<file path="config.mk">
export PLATFORM = sky130hd
export DESIGN_NAME = slrc_config
export DESIGN_NICKNAME = d
export VERILOG_FILES = /design/src/slrc_sync.v /design/src/slrc_config.v
export VERILOG_INCLUDE_DIRS = /design/src
export SDC_FILE = /design/constraint.sdc
export NUM_CORES = 1
export LEC_CHECK = 0
export BUFFER_PORTS_ARGS = -buffer_cell sky130_fd_sc_hd__buf_2
export CORE_ASPECT_RATIO = 1.1
export CORE_MARGIN = 3
export CORE_UTILIZATION = 50
export DETAILED_ROUTE_END_ITERATION = 10
export PLACE_DENSITY = 0.75
export SLEW_MARGIN = 10
export SYNTH_ARGS = -nofsm -noshare
export SYNTH_HDL_FRONTEND = slang
export SYNTH_HIERARCHICAL = 1
export SYNTH_SLANG_ARGS = --single-unit
</file>
<file path="constraint.sdc">
create_clock -name clk_sys -period 3.5 [get_ports clk_sys]
set_input_delay 0.35 -clock clk_sys [delete_from_list [all_inputs] [get_ports clk_sys]]
set_output_delay 0.35 -clock clk_sys [all_outputs]
set_load 0.01 [all_outputs]
</file>
<file path="src/slrc_map.vh">
// Index map, field values and timing constants of the local/remote configuration bank
`ifndef SLRC_MAP_VH
`define SLRC_MAP_VH
`define SLRC_IDX_LOCKS 8'h0C
`define SLRC_IDX_OP_SOURCE 8'h41
`define SLRC_IDX_PIN2_FUNC 8'h47
`define SLRC_IDX_PIN2_POL 8'h4C
`define SLRC_IDX_POT_SP 8'h5A
`define SLRC_IDX_PIN2_STATE 8'h5C
`define SLRC_IDX_REMOTE_SP 8'h5B
`define SLRC_OP_REMOTE 8'h00
`define SLRC_OP_LOCAL 8'h01
`define SLRC_PIN2_FUNC_OFF 8'h00
`define SLRC_PIN2_FUNC_ON 8'h10
`define SLRC_POL_HIGH 8'h00
`define SLRC_POL_LOW 8'h01
`define SLRC_PIN2_INACTIVE 8'h00
`define SLRC_PIN2_ACTIVE 8'h01
`define SLRC_PIN2_OPEN 8'h02
`define SLRC_LOCK_LOCAL_BIT 2
`define SLRC_LOCKS_RST 16'h0000
`define SLRC_SP_MIN 32'h000001CC
`define SLRC_SP_MAX 32'h00000FEB
`define SLRC_SP_RST 32'h000001CC
`define SLRC_LINK_HOLD 16'h2000
`define SLRC_CLK_HZ 10000000
`define SLRC_BAUD 38400
`define SLRC_BIT_CYCLES (`SLRC_CLK_HZ / `SLRC_BAUD)
`endif

</file>
<file path="src/slrc_sync.v">
// Two-flop synchroniser for pin-level inputs
`timescale 1ns/1ps
`default_nettype none
module slrc_sync #(
  parameter W = 1
) (
  input wire clk_sys, // System clock
  input wire reset, // Synchronous reset, active high
  input wire [W-1:0] d_in, // Asynchronous input
  output reg [W-1:0] d_out // Synchronised output
);
  reg [W-1:0] meta_r;
  // First stage feeds only the second stage
  always @(posedge clk_sys) begin
    if (reset) begin
      meta_r <= {W{1'b0}};
      d_out <= {W{1'b0}};
    end else begin
      meta_r <= d_in;
      d_out <= meta_r;
    end
  end
endmodule
`default_nettype wire

</file>
<file path="src/slrc_config.v">
// Local/remote configuration bank: potentiometer, pin 2 lock and parameter access
`timescale 1ns/1ps
`default_nettype none
`include "slrc_map.vh"
module slrc_config #(
  parameter HAS_POT = 1, // 1 on the potentiometer variant
  parameter [7:0] OP_SOURCE_RST = 8'h00 // Reset source on other variants
) (
  input wire clk_sys, // System clock, 10 MHz
  input wire reset, // Synchronous reset, active high
  input wire [11:0] pot_level, // Potentiometer position, from pin domain
  input wire pin2_level, // Pin 2 raw level
  input wire pin2_open, // Pin 2 floating detect
  input wire [15:0] meas_value, // Measured value from sensing front end
  input wire meas_stable, // Front-end stability flag
  input wire par_wr, // Parameter write strobe from link stack
  input wire par_rd, // Parameter read strobe from link stack
  input wire [7:0] par_index, // Parameter index
  input wire [31:0] par_wdata, // Write data
  input wire link_active, // Link stack reports a frame
  input wire [7:0] nv_op_source, // Stored values loaded after reset
  input wire [7:0] nv_pin2_func, // Stored pin 2 function
  input wire [7:0] nv_pin2_pol, // Stored pin 2 polarity
  input wire [15:0] nv_locks, // Stored access locks
  input wire [31:0] nv_remote_sp, // Stored remote switching point
  input wire nv_valid, // Stored values valid, one-cycle pulse
  output reg [31:0] par_rdata, // Read data
  output reg par_ack, // Read or write answered
  output reg par_err, // Unknown index or read-only write
  output reg nv_save, // Pulse: store current configuration
  output reg [31:0] active_sp, // Switching point in use
  output reg detect_out, // Switching output
  output reg [3:0] led_state, // Indicator: switch, stable, local, link
  output reg teach_active // Potentiometer teach in progress
);
  localparam [7:0] SRC_RST = HAS_POT ? `SLRC_OP_LOCAL : OP_SOURCE_RST;
  reg [7:0] op_source_r;
  reg [7:0] pin2_func_r;
  reg [7:0] pin2_pol_r;
  reg [15:0] locks_r;
  reg [31:0] remote_sp_r;
  reg [31:0] pot_sp_r;
  reg [7:0] pin2_state_r;
  reg [15:0] link_cnt_r;
  reg [11:0] pot_prev_r;
  reg [2:0] warm_r; // Sync pipeline filled after reset
  wire [11:0] pot_s;
  wire pin2_s;
  wire open_s;
  wire pin2_eff;
  wire pin2_locked;
  wire local_lock;
  wire [31:0] pot_clamped;
  wire [31:0] sp_sel;
  wire pot_ok;
  wire sp_hit;

  // Clamp to the declared read-back range; narrower range not enforced
  function [31:0] clamp_sp;
    input [31:0] v;
    begin
      if (v < `SLRC_SP_MIN)
        clamp_sp = `SLRC_SP_MIN;
      else if (v > `SLRC_SP_MAX)
        clamp_sp = `SLRC_SP_MAX;
      else
        clamp_sp = v;
    end
  endfunction

  // Indices that accept writes; everything else is refused
  function rw_index;
    input [7:0] idx;
    begin
      case (idx)
        `SLRC_IDX_OP_SOURCE, `SLRC_IDX_PIN2_FUNC, `SLRC_IDX_PIN2_POL,
        `SLRC_IDX_LOCKS, `SLRC_IDX_REMOTE_SP: rw_index = 1'b1;
        default: rw_index = 1'b0;
      endcase
    end
  endfunction

  // Pin inputs cross into the clock domain
  slrc_sync #(.W(14)) u_sync (
    .clk_sys(clk_sys),
    .reset(reset),
    .d_in({pot_level, pin2_level, pin2_open}),
    .d_out({pot_s, pin2_s, open_s})
  );

  // Effective pin 2 level and lock decision
  assign pin2_eff = (pin2_pol_r == `SLRC_POL_LOW) ? ~pin2_s : pin2_s;
  assign pin2_locked = (pin2_func_r == `SLRC_PIN2_FUNC_ON) && !open_s && !pin2_eff;
  assign local_lock = locks_r[`SLRC_LOCK_LOCAL_BIT];
  assign pot_clamped = clamp_sp({20'h00000, pot_s});
  // Remote mode ignores the potentiometer point; pot_sp_r still tracks the knob
  assign sp_sel = (op_source_r == `SLRC_OP_LOCAL) ? pot_sp_r : remote_sp_r;
  // Knob bits may settle on different edges; take a value seen twice
  assign pot_ok = warm_r[2] && (pot_s == pot_prev_r);
  // Compare against the selection in use
  assign sp_hit = ({16'h0000, meas_value} >= sp_sel);

  // Parameter writes, stored-value load and potentiometer tracking
  always @(posedge clk_sys) begin
    if (reset) begin
      op_source_r <= SRC_RST;
      pin2_func_r <= `SLRC_PIN2_FUNC_ON;
      pin2_pol_r <= `SLRC_POL_HIGH;
      locks_r <= `SLRC_LOCKS_RST;
      remote_sp_r <= `SLRC_SP_RST;
      pot_sp_r <= `SLRC_SP_RST;
      pot_prev_r <= 12'h000;
      warm_r <= 3'h0;
      teach_active <= 1'b0;
      nv_save <= 1'b0;
    end else begin
      nv_save <= 1'b0;
      pot_prev_r <= pot_s;
      // History is trusted only once real pin samples fill it
      warm_r <= {warm_r[1:0], 1'b1};
      // Lock freezes the last accepted switching point, not the knob
      if (!pin2_locked && !local_lock) begin
        if (pot_ok)
          pot_sp_r <= pot_clamped;
        // Warm-up gate stops the reset-to-knob jump from looking like a turn
        teach_active <= (pot_s != pot_prev_r) && warm_r[2] &&
                        (op_source_r == `SLRC_OP_LOCAL);
      end else begin
        teach_active <= 1'b0;
      end
      if (nv_valid) begin
        op_source_r <= nv_op_source;
        pin2_func_r <= nv_pin2_func;
        pin2_pol_r <= nv_pin2_pol;
        locks_r <= nv_locks;
        remote_sp_r <= nv_remote_sp;
      end else if (par_wr) begin
        nv_save <= rw_index(par_index);
        case (par_index)
          `SLRC_IDX_OP_SOURCE: op_source_r <= par_wdata[7:0];
          `SLRC_IDX_PIN2_FUNC: pin2_func_r <= par_wdata[7:0];
          `SLRC_IDX_PIN2_POL: pin2_pol_r <= par_wdata[7:0];
          `SLRC_IDX_LOCKS: locks_r <= par_wdata[15:0];
          `SLRC_IDX_REMOTE_SP: remote_sp_r <= par_wdata;
          default: nv_save <= 1'b0;
        endcase
      end
    end
  end

  // Parameter read-back and answer; one cycle after the strobe
  always @(posedge clk_sys) begin
    if (reset) begin
      par_rdata <= 32'h00000000;
      par_ack <= 1'b0;
      par_err <= 1'b0;
    end else begin
      par_ack <= par_rd | par_wr;
      par_err <= 1'b0;
      if (par_rd) begin
        case (par_index)
          `SLRC_IDX_OP_SOURCE: par_rdata <= {24'h000000, op_source_r};
          `SLRC_IDX_PIN2_FUNC: par_rdata <= {24'h000000, pin2_func_r};
          `SLRC_IDX_PIN2_POL: par_rdata <= {24'h000000, pin2_pol_r};
          `SLRC_IDX_LOCKS: par_rdata <= {16'h0000, locks_r};
          `SLRC_IDX_REMOTE_SP: par_rdata <= remote_sp_r;
          `SLRC_IDX_POT_SP: par_rdata <= pot_sp_r;
          `SLRC_IDX_PIN2_STATE: par_rdata <= {24'h000000, pin2_state_r};
          default: begin
            par_rdata <= 32'h00000000;
            par_err <= 1'b1;
          end
        endcase
      end else if (par_wr) begin
        // Read-only and unknown indices refuse writes
        par_err <= !rw_index(par_index);
      end
    end
  end

  // Pin 2 status, switching and indicator
  always @(posedge clk_sys) begin
    if (reset) begin
      pin2_state_r <= `SLRC_PIN2_ACTIVE;
      active_sp <= `SLRC_SP_RST;
      detect_out <= 1'b0;
      led_state <= 4'h0;
      link_cnt_r <= 16'h0000;
    end else begin
      if (open_s)
        pin2_state_r <= `SLRC_PIN2_OPEN;
      else if (pin2_locked)
        pin2_state_r <= `SLRC_PIN2_INACTIVE;
      else
        pin2_state_r <= `SLRC_PIN2_ACTIVE;
      active_sp <= sp_sel;
      // Lower point means higher sensitivity; knob at min may self-trigger
      detect_out <= sp_hit;
      // Link activity is stretched so a short frame stays visible
      if (link_active)
        link_cnt_r <= `SLRC_LINK_HOLD;
      else if (link_cnt_r != 16'h0000)
        link_cnt_r <= link_cnt_r - 16'h0001;
      led_state <= {link_cnt_r != 16'h0000, op_source_r == `SLRC_OP_LOCAL,
                    meas_stable, sp_hit};
    end
  end
endmodule
`default_nettype wire

</file>
Word level (Yosys, flattened, before mapping)
Index checks and enable logic that the tools add are counted.
{ "word_totals": {"regBits": 244, "in_bits": 149, "output_inout_bits": 73, "elab_cells": 107} }
{ "op_classes": {"addsub": 1, "magnitude_cmp": 3, "eq_ne": 12, "muxes": 32, "bitwise_logic": 5, "reduce_logical": 31} }
{ "ops": {"columns": ["operator", "n"], "rows": [
  ["32-bit one-hot mux with 7 select lines", 1],
  ["32-bit 2-to-1 mux", 4],
  ["8-bit 2-to-1 mux", 9],
  ["8-bit by 7-bit == test with 1-bit output (second input constant)", 6],
  ["16-bit 2-to-1 mux", 3],
  ["16-bit by 32-bit greater-or-equal comparator with 1-bit output", 1],
  ["14-bit 2-to-1 mux", 2],
  ["12-bit 2-to-1 mux", 2],
  ["8-bit by 1-bit == test with 1-bit output (second input constant)", 2],
  ["16-bit nonzero test", 1],
  ["16-bit by 1-bit subtractor with 16-bit output (second input constant)", 1],
  ["2-bit nonzero test", 7],
  ["12-bit == test", 1],
  ["12-bit > comparator (second input constant)", 1],
  ["12-bit by 9-bit less-than comparator with 1-bit output (second input constant)", 1],
  ["12-bit != test", 1],
  ["2-bit AND reduction", 6],
  ["1-bit 2-to-1 mux", 10],
  ["8-bit by 4-bit == test with 1-bit output (second input constant)", 1],
  ["8-bit by 5-bit == test with 1-bit output (second input constant)", 1],
  ["7-bit OR reduction", 1],
  ["1-bit logical AND", 6],
  ["2-bit OR reduction", 3],
  ["1-bit logical NOT", 5],
  ["other kinds (5)", 8]
]} }

Depth between registers and ports, before layout
Gate-level depths: netlist of run 1.
{ "logic_depth": {"ltp_word": 9, "depth_mapped": 11, "mapped_depth_nobuf": 9} }

Modules after synthesis
The synthesis of run 1 kept the hierarchy.
{ "modules_own_cells": {"columns": ["module", "n_inst", "cells_each", "area_each_um2", "seq_area_each_um2"], "rows": [
  ["slrc_config", 1, 942, 8637.0, 3783.6],
  ["slrc_sync", 1, 58, 778.2, 560.5]
]} }

Worst setup path before layout of run 1
No wires, ideal clock.
{ "synth_timing": {"kind": "register to register", "from": "reg op_source_r[0]", "to": "reg led_state[0]", "setup_time_ns": 0.130, "t_arrival_ns": 2.445, "path_slack_ns": 0.925, "path_stages_with_launch": 12, "path_buffers": 2, "synth_period_minus_slack_ns": 2.575, "path_cell_list": "dfxtp_1 > nor4b_1 > nand2_1 > buf_2 > buf_1 > mux2i_1 > ha_1 > and3_1 > o21ai_0 > a311oi_1 > a2111oi_0 > a21oi_1"} }
{ "synth_via": {"elab_chain_len": 3} }
{ "synth_lines": {"columns": ["element", "line_no", "text"], "rows": [
  ["from (decl)", "slrc_config.v:37", "reg [7:0] op_source_r;"],
  ["from (signal assigned)", "slrc_config.v:132", "op_source_r <= nv_op_source;"],
  ["from (signal assigned)", "slrc_config.v:140", "`SLRC_IDX_OP_SOURCE: op_source_r <= par_wdata[7:0];"],
  ["8-bit by 1-bit == test with 1-bit output (no source line)", null, null],
  ["32-bit 2-to-1 mux", "slrc_config.v:97", "assign sp_sel = (op_source_r == `SLRC_OP_LOCAL) ? pot_sp_r : remote_sp_r;"],
  ["16-bit by 32-bit greater-or-equal comparator with 1-bit output", "slrc_config.v:101", "assign sp_hit = ({16'h0000, meas_value} >= sp_sel);"],
  ["to (signal assigned)", "slrc_config.v:204", "led_state <= {link_cnt_r != 16'h0000, op_source_r == `SLRC_OP_LOCAL,"],
  ["to (decl)", "slrc_config.v:33", "output reg [3:0] led_state,"]
]} }
No other way between the ends.
A chain may end at the register's enable or synchronous reset.

Worst setup path after layout of run 1
{ "layout_timing": {"from": "reg op_source_r[7]", "to": "reg led_state[0]"} }
Same word-level chain as after synthesis.

==> results.md, run 1 <==
- Setup tns final: 0 ps
- Layout Cells excl Fill: 1449
- Gate Count Post-Synth: 1000
- Worst-path clk slew: 60 ps
- Tmin final: a little over 3000 ps
- Cell mode on critical path: a21o_1
- Commonest cells after routing, fill and taps aside: buf_2 (220), dfxtp_1 (217), nor2_1 (114), mux2i_1 (84), nand2_1 (69)
- Total Nets Final: 1355
- CTS H-tree lvls: 1
- Critical Path End Type: flip-flop
- DP Worst Slack: around 410 ps
- Drt drc: 0
- Netlist cell types: between 50 and 60
- Post-DP Area: 10600 sq um
- Cell area after layout: 11400 sq um
- Final Hold Viols: 0
- Drt first pass iters: 5
- Worst endpoint data arrival time: between 3000 and 4000 ps
- Clock sink count: ~220
- Peak supply drop: around 0.00042 V
- Final worst slack: 465 ps
- Vias in the first global route: 7567
- Period utilisation layout: 86.7%
- Vias per inst: roughly 5.6
- LEAKAGE: 5.05 nW
- Mapped Avg Cell Area: ~9.4 sq um
- CP max FO: 10
- Final core occ: approximately 62%
- # IOs: 222
- Top cell type by total area after synthesis: dfxtp_1
- Min-Delay Path Class: primary input to flip-flop
- Status: finished clean
- Hold_buf cts: 0
- CTS tree: done
- CP required: 3870 ps
- Vias: 8180
- Seq cells post-synth: about 220
- Chip width: 137 um
- Drt wl/cell: 18.3 um
- Total power: 6.70 mW
- CTS root buf: clkbuf_16
- Total CTS buffers: 23
- Slew HR: 40.1%
- Max Fclk: 329 MHz
- Top FF cell, synth: dfxtp_1
- Cell Rows: 52
- Clock buffer depth: 3
- Total GRT Usage: 24.7%
- Antenna violations before repair: 1
- Core area: 18400 sq um
- Seq/Total Area, Yosys: a little under half
- Clk_lat worst skew: 500 ps
- Worst-Margin Slew: 898 ps
- Share of layout cells above drive strength 1: 25.8%
- Hold Slack: 49.8 ps
- Asr flop ratio synth: 0%
- CP startpoint kind: flip-flop
- Most common cell after layout, fill and taps aside: buf_2
- Worst path slowest cell: a2111oi_1
- Global-route wire length before repair: 40000 um
- Yosys top cell area share: 46.1%
- Fill count: 1594
- Gr ovfl total: 0
- Final Max Tran Viols: 0
- DIE HEIGHT: about 150 um
- Number of max-cap violations: 0
- HPWL Detailed: 18700 um
- Worst-path cell chain: nor4b_1 > nand2_1 > buf_4 > mux2i_1 > ha_1 > a21o_1 > a21o_1 > a2111oi_1 > a21oi_1
- Yosys warns: 6
- Net Count, Synth: 1166
- CP peak stage delay: 610 ps
- Routability Congestion: approximately 0.93
- Critical path type: flip-flop to flip-flop
- Unrepaired setup endpoints after global routing: false
- Synth area leaders: dfxtp_1 (46%), mux2i_1 (8.9%), nor2_1 (4.6%)
- Largest net degree at the start of global routing: about 100
- Initial Util: 51.1%
- Synth Cell Area: ~9400 sq um
- Layout Skew: 14.1 ps
- WL final: 26500 um
- Starting DRT DRC Count: 576
- Post-synth EDFFs: 0
- ANT nets after route: 0
- Area delta synth->final: 21.6%
- Power Dens Cells: about 600 nW/um^2
- Die Area: 20500 sq um
- Final setup violation count: 0
- Placed instance count: 1407
- Port Buffers: 221
## metal layers
layer / part of all wire (%) / global-route usage, % / vias up
li1: - / - / 3950
met1: 41 / 31.9 / 3849
met2: 48 / 40.7 / 314
met3: 7.1 / 4.00 / 67
met4: 3.9 / 10.8 / 0
met5: 0 / 0 / -
## critical path: cells and delay by family (launching register included)
| kind | cells | cell delay (ps) |
|---|---|---|
| compound gates | 4 | 1100 |
| flops | 1 | 320 |
| buf+inv | 1 | 330 |
| fa+ha+maj | 1 | 270 |
| simple gates | 2 | 680 |
| mux | 1 | 200 |
## cell families (layout without fill, tap and decap cells)
kind of cell / after synthesis / count (layout) / share of synthesized area (%)
AOI/OAI and AO/OA: 176 / 176 / 14.0
xor gates and xnor gates: 24 / 24 / 2.23
adders and majority gates: 17 / 17 / 2.26
buffers and inverters: 82 / 287 / 3.71
DFF: 217 / 217 / 46.1
muxes: 95 / 95 / 10.2
other: 0 / 1 / 0
and+or+nand+nor: 389 / 389 / 21.5
## final timing paths
kind	from	to	slack [ps]	cells past startpoint
worst max-delay path	op_source_r[7]	led_state[0]	460	9
worst min-delay path	pot_level[3]	u_sync/meta_r[5]	50	2
worst max register to register	op_source_r[7]	led_state[0]	460	9
worst min register to register	u_sync/meta_r[9]	u_sync/d_out[9]	440	1
## final cells by class
class	instances	area, sq um	share of cell area (%)
diodes	1	2.50	0.0219
clock buffers	27	621	5.42
clock inverters	14	181	1.59
inverters	12	47.5	0.415
multi-input cells	701	4730	41.3
flip-flops and latches	217	4340	38.0
well taps	243	304	2.66
repair buffers	234	1220	10.6
## what timing repair did
item / CTS / global route
endpoints found under the setup margin: 0 / 1
resized for setup: 0 / 1
buffers inserted: 0 / 0
## Yosys cell counts, types with 7 or more instances
cell type,n
dfxtp_1,217
nor2_1,115
mux2i_1,84
nand2_1,69
nand3_1,48
clkbuf_1,46
a21oi_1,44
nor2b_1,40
a211oi_1,38
and3_1,26
nand2b_1,25
a311oi_1,24
xnor2_1,18
ha_1,17
o21ai_0,15
nor3_1,13
a22oi_1,12
buf_2,12
o211a_1,12
inv_1,11
nand4_1,9
a221oi_2,8
and2b_2,8
mux2_2,8
nor4_1,8
buf_1,7
## state kept, by name, indices dropped and copies added, names as in the netlist, 4 cells and up
signal,count
u_sync/d_out,14
pot_sp_r,12
pin2_func_r,8
pin2_pol_r,8
led_state,4
op_source_r,8
pot_prev_r,12
par_rdata,32
link_cnt_r,16
locks_r,16
active_sp,32
remote_sp_r,32
u_sync/meta_r,14
## power breakdown
part / total (mW) / internal [mW] / switching (mW)
registers: 2.80 / 2.66 / 0.144
clock network: 2.56 / 1.56 / 0.996
logic: 1.34 / 0.566 / 0.771
total: 6.70 / 4.79 / 1.91
(Power assumes the default switching activity.)
==> inputs of run 2 (changes only) <==
--- a/config.mk
+++ b/config.mk
@@ -7,11 +7,13 @@
 export NUM_CORES = 1
 export LEC_CHECK = 0
 export BUFFER_PORTS_ARGS = -buffer_cell sky130_fd_sc_hd__buf_2
+export CELL_PAD_IN_SITES_DETAIL_PLACEMENT = 1
+export CELL_PAD_IN_SITES_GLOBAL_PLACEMENT = 1
 export CORE_ASPECT_RATIO = 1.1
 export CORE_MARGIN = 3
-export CORE_UTILIZATION = 50
+export CORE_UTILIZATION = 41
 export DETAILED_ROUTE_END_ITERATION = 10
-export PLACE_DENSITY = 0.75
+export PLACE_DENSITY_LB_ADDON = 0.1
 export SLEW_MARGIN = 10
 export SYNTH_ARGS = -nofsm -noshare
 export SYNTH_HDL_FRONTEND = slang
==> run 2 against run 1 <==
  * Clock power increased by 5%
  * Routed wire length grew 11%
  * Cell area up 1.0%
  * Largest power group unchanged
  * Highest routed layer unchanged
==> results.md, run 2 (synthesized netlist as in run 1, its figures left out) <==
- Cell area after layout: 11600 sq um
- Worst path bufs/invs: 1
- Hold_buf cts: 0
- FF+latch area: 4340 sq um
- Largest registers: active_sp x32, par_rdata x32, remote_sp_r x32
- Worst path slowest cell: a2111oi_0
- Total GRT Usage: 22.8%
- HPWL Detailed: 20900 um
- CP delay by family, top: compound AO/OA/AOI/OAI gates
- Clock buffer depth: 3
- CTS tree: done
- Drt drc: 0
- Vias in the first global route: 8159
- WL final: 29300 um
- Largest net degree at the start of global routing: 159
- CP startpoint kind: flip-flop
- Layout Skew: roughly 17 ps
- Final core occ: between 50% and 60%
- Critical path type: flip-flop to flip-flop
- CP peak stage delay: 510 ps
- Unrepaired setup endpoints after global routing: false
- Area delta synth->final: 22.8%
- Share of layout cells above drive strength 1: between 20% and 30%
- Clk_lat worst skew: around 520 ps
- CP required: 3890 ps
- Commonest cells after routing, fill and taps aside: buf_2 (220), dfxtp_1 (217), nor2_1 (114), mux2i_1 (84), nand2_1 (69)
- Max Fclk: 341 MHz
- Peak supply drop: 0.000414 V
- Initial Util: 42.2%
- Post-DP Area: 10700 sq um
- Total CTS buffers: 24
- Slew HR: 38.0%
- Worst-path cell chain: nor4b_1 > nand2_1 > buf_4 > mux2i_1 > ha_1 > a21o_1 > a21o_1 > a2111oi_0 > a21oi_1
- Status: finished clean
- ANT nets after route: 0
- Cell Rows: 57
- Postcts setup bufs: 0
- Power Dens Cells: 594 nW/um^2
- Total Nets Final: 1357
- Setup tns final: 0 ps
- Area of the multi-input gates: about 4700 sq um
- Critical Path End Type: flip-flop
- Gr ovfl total: 0
- Final worst slack: 566 ps
- Routability Congestion: 0.817
- LEAKAGE: a little over 5 nW
- DP Worst Slack: 580 ps
- Worst-path clk slew: 70 ps
- CTS H-tree lvls: 1
- Drt wl/cell: 19.5 um
- Worst endpoint data arrival time: 3330 ps
- DIE HEIGHT: 165 um
- CTS root buf: clkbuf_16
- Vias per inst: ~5.4
- Fill count: 2631
- Final setup violation count: 0
- Tmin final: between 2000 and 3000 ps
- Final Hold Viols: 0
- Vias: around 8.1k
- Global-route wire length before repair: 45000 um
- Antenna violations before repair: 1
- Drt first pass iters: 4
- # IOs: approximately 220
- Min-Delay Path Class: primary input to flip-flop
- Port Buffers: 221
- Worst-Margin Slew: a little over 900 ps
- Chip width: 150 um
- Clock sink count: 217
- Core area: 22300 sq um
- Number of max-cap violations: 0
- Most common cell after layout, fill and taps aside: buf_2
- Starting DRT DRC Count: about 340
- Final Max Tran Viols: 0
- Post-CTS resize count: 0
- Cell mode on critical path: a21o_1
- Die Area: roughly 25000 sq um
- CP max FO: 34
- Period utilisation layout: 83.8%
[run 2: cell types whose count changed in the layout (fill, tap and decap cells not counted), moves of 2 or more]
cell and delta:
clkinv_2 -2, clkbuf_1 +2, clkbuf_8 -2, clkbuf_16 +2
[run 2: worst reg2reg max path: cells and delay by family (launching register included)]
kind | cells | cell delay, ps
AO/OA/AOI/OAI | 4 | 1000
adder cells (fa/ha/maj) | 1 | 280
buffers and inverters | 1 | 330
flip-flops | 1 | 330
multiplexers | 1 | 290
AND/OR/NAND/NOR | 2 | 590
[run 2: final cells by class]
| class | instances | share of cell area [%] |
|---|---|---|
| clock inverter | 14 | 1.62 |
| sequential | 217 | 37.6 |
| tap | 295 | 3.19 |
| antenna | 1 | 0.0216 |
| multi-input combinational | 701 | 40.9 |
| clock buffer | 29 | 5.63 |
| timing repair buffer | 235 | 10.7 |
| inverter | 12 | 0.411 |
[run 2: worst paths after layout]
| path | startpoint | to | slack, ps | cells after the start |
|---|---|---|---|---|
| min reg2reg | u_sync/meta_r[3] | u_sync/d_out[3] | 440 | 1 |
| max | op_source_r[7] | led_state[0] | 570 | 9 |
| min | pot_level[6] | u_sync/meta_r[8] | 40 | 2 |
| max reg2reg | op_source_r[7] | led_state[0] | 570 | 9 |
[run 2: stage by stage]
stage,hold WS [ps],cells,power (mW)
2_1_floorplan,414,1000,3.81
5_1_grt,34.2,1504,7.22
6_report,39.4,1504,6.87
3_5_place_dp,424,1460,4.22
4_1_cts,24.1,1503,6.93
3_3_place_gp,418,1460,4.20
[run 2: routing by layer]
| metal | part of all wire, % | GRT usage [%] |
|---|---|---|
| met5 | 0 | 0 |
| met1 | 45 | 30.6 |
| met4 | 2.2 | 6.95 |
| met3 | 4.8 | 3.05 |
| met2 | 48 | 38.3 |
[run 2: power by group]
| part | internal (mW) | total, mW | switching (mW) |
|---|---|---|---|
| Clock | 1.63 | 2.69 | 1.07 |
| Combinational | 0.566 | 1.37 | 0.802 |
| Sequential | 2.66 | 2.81 | 0.152 |
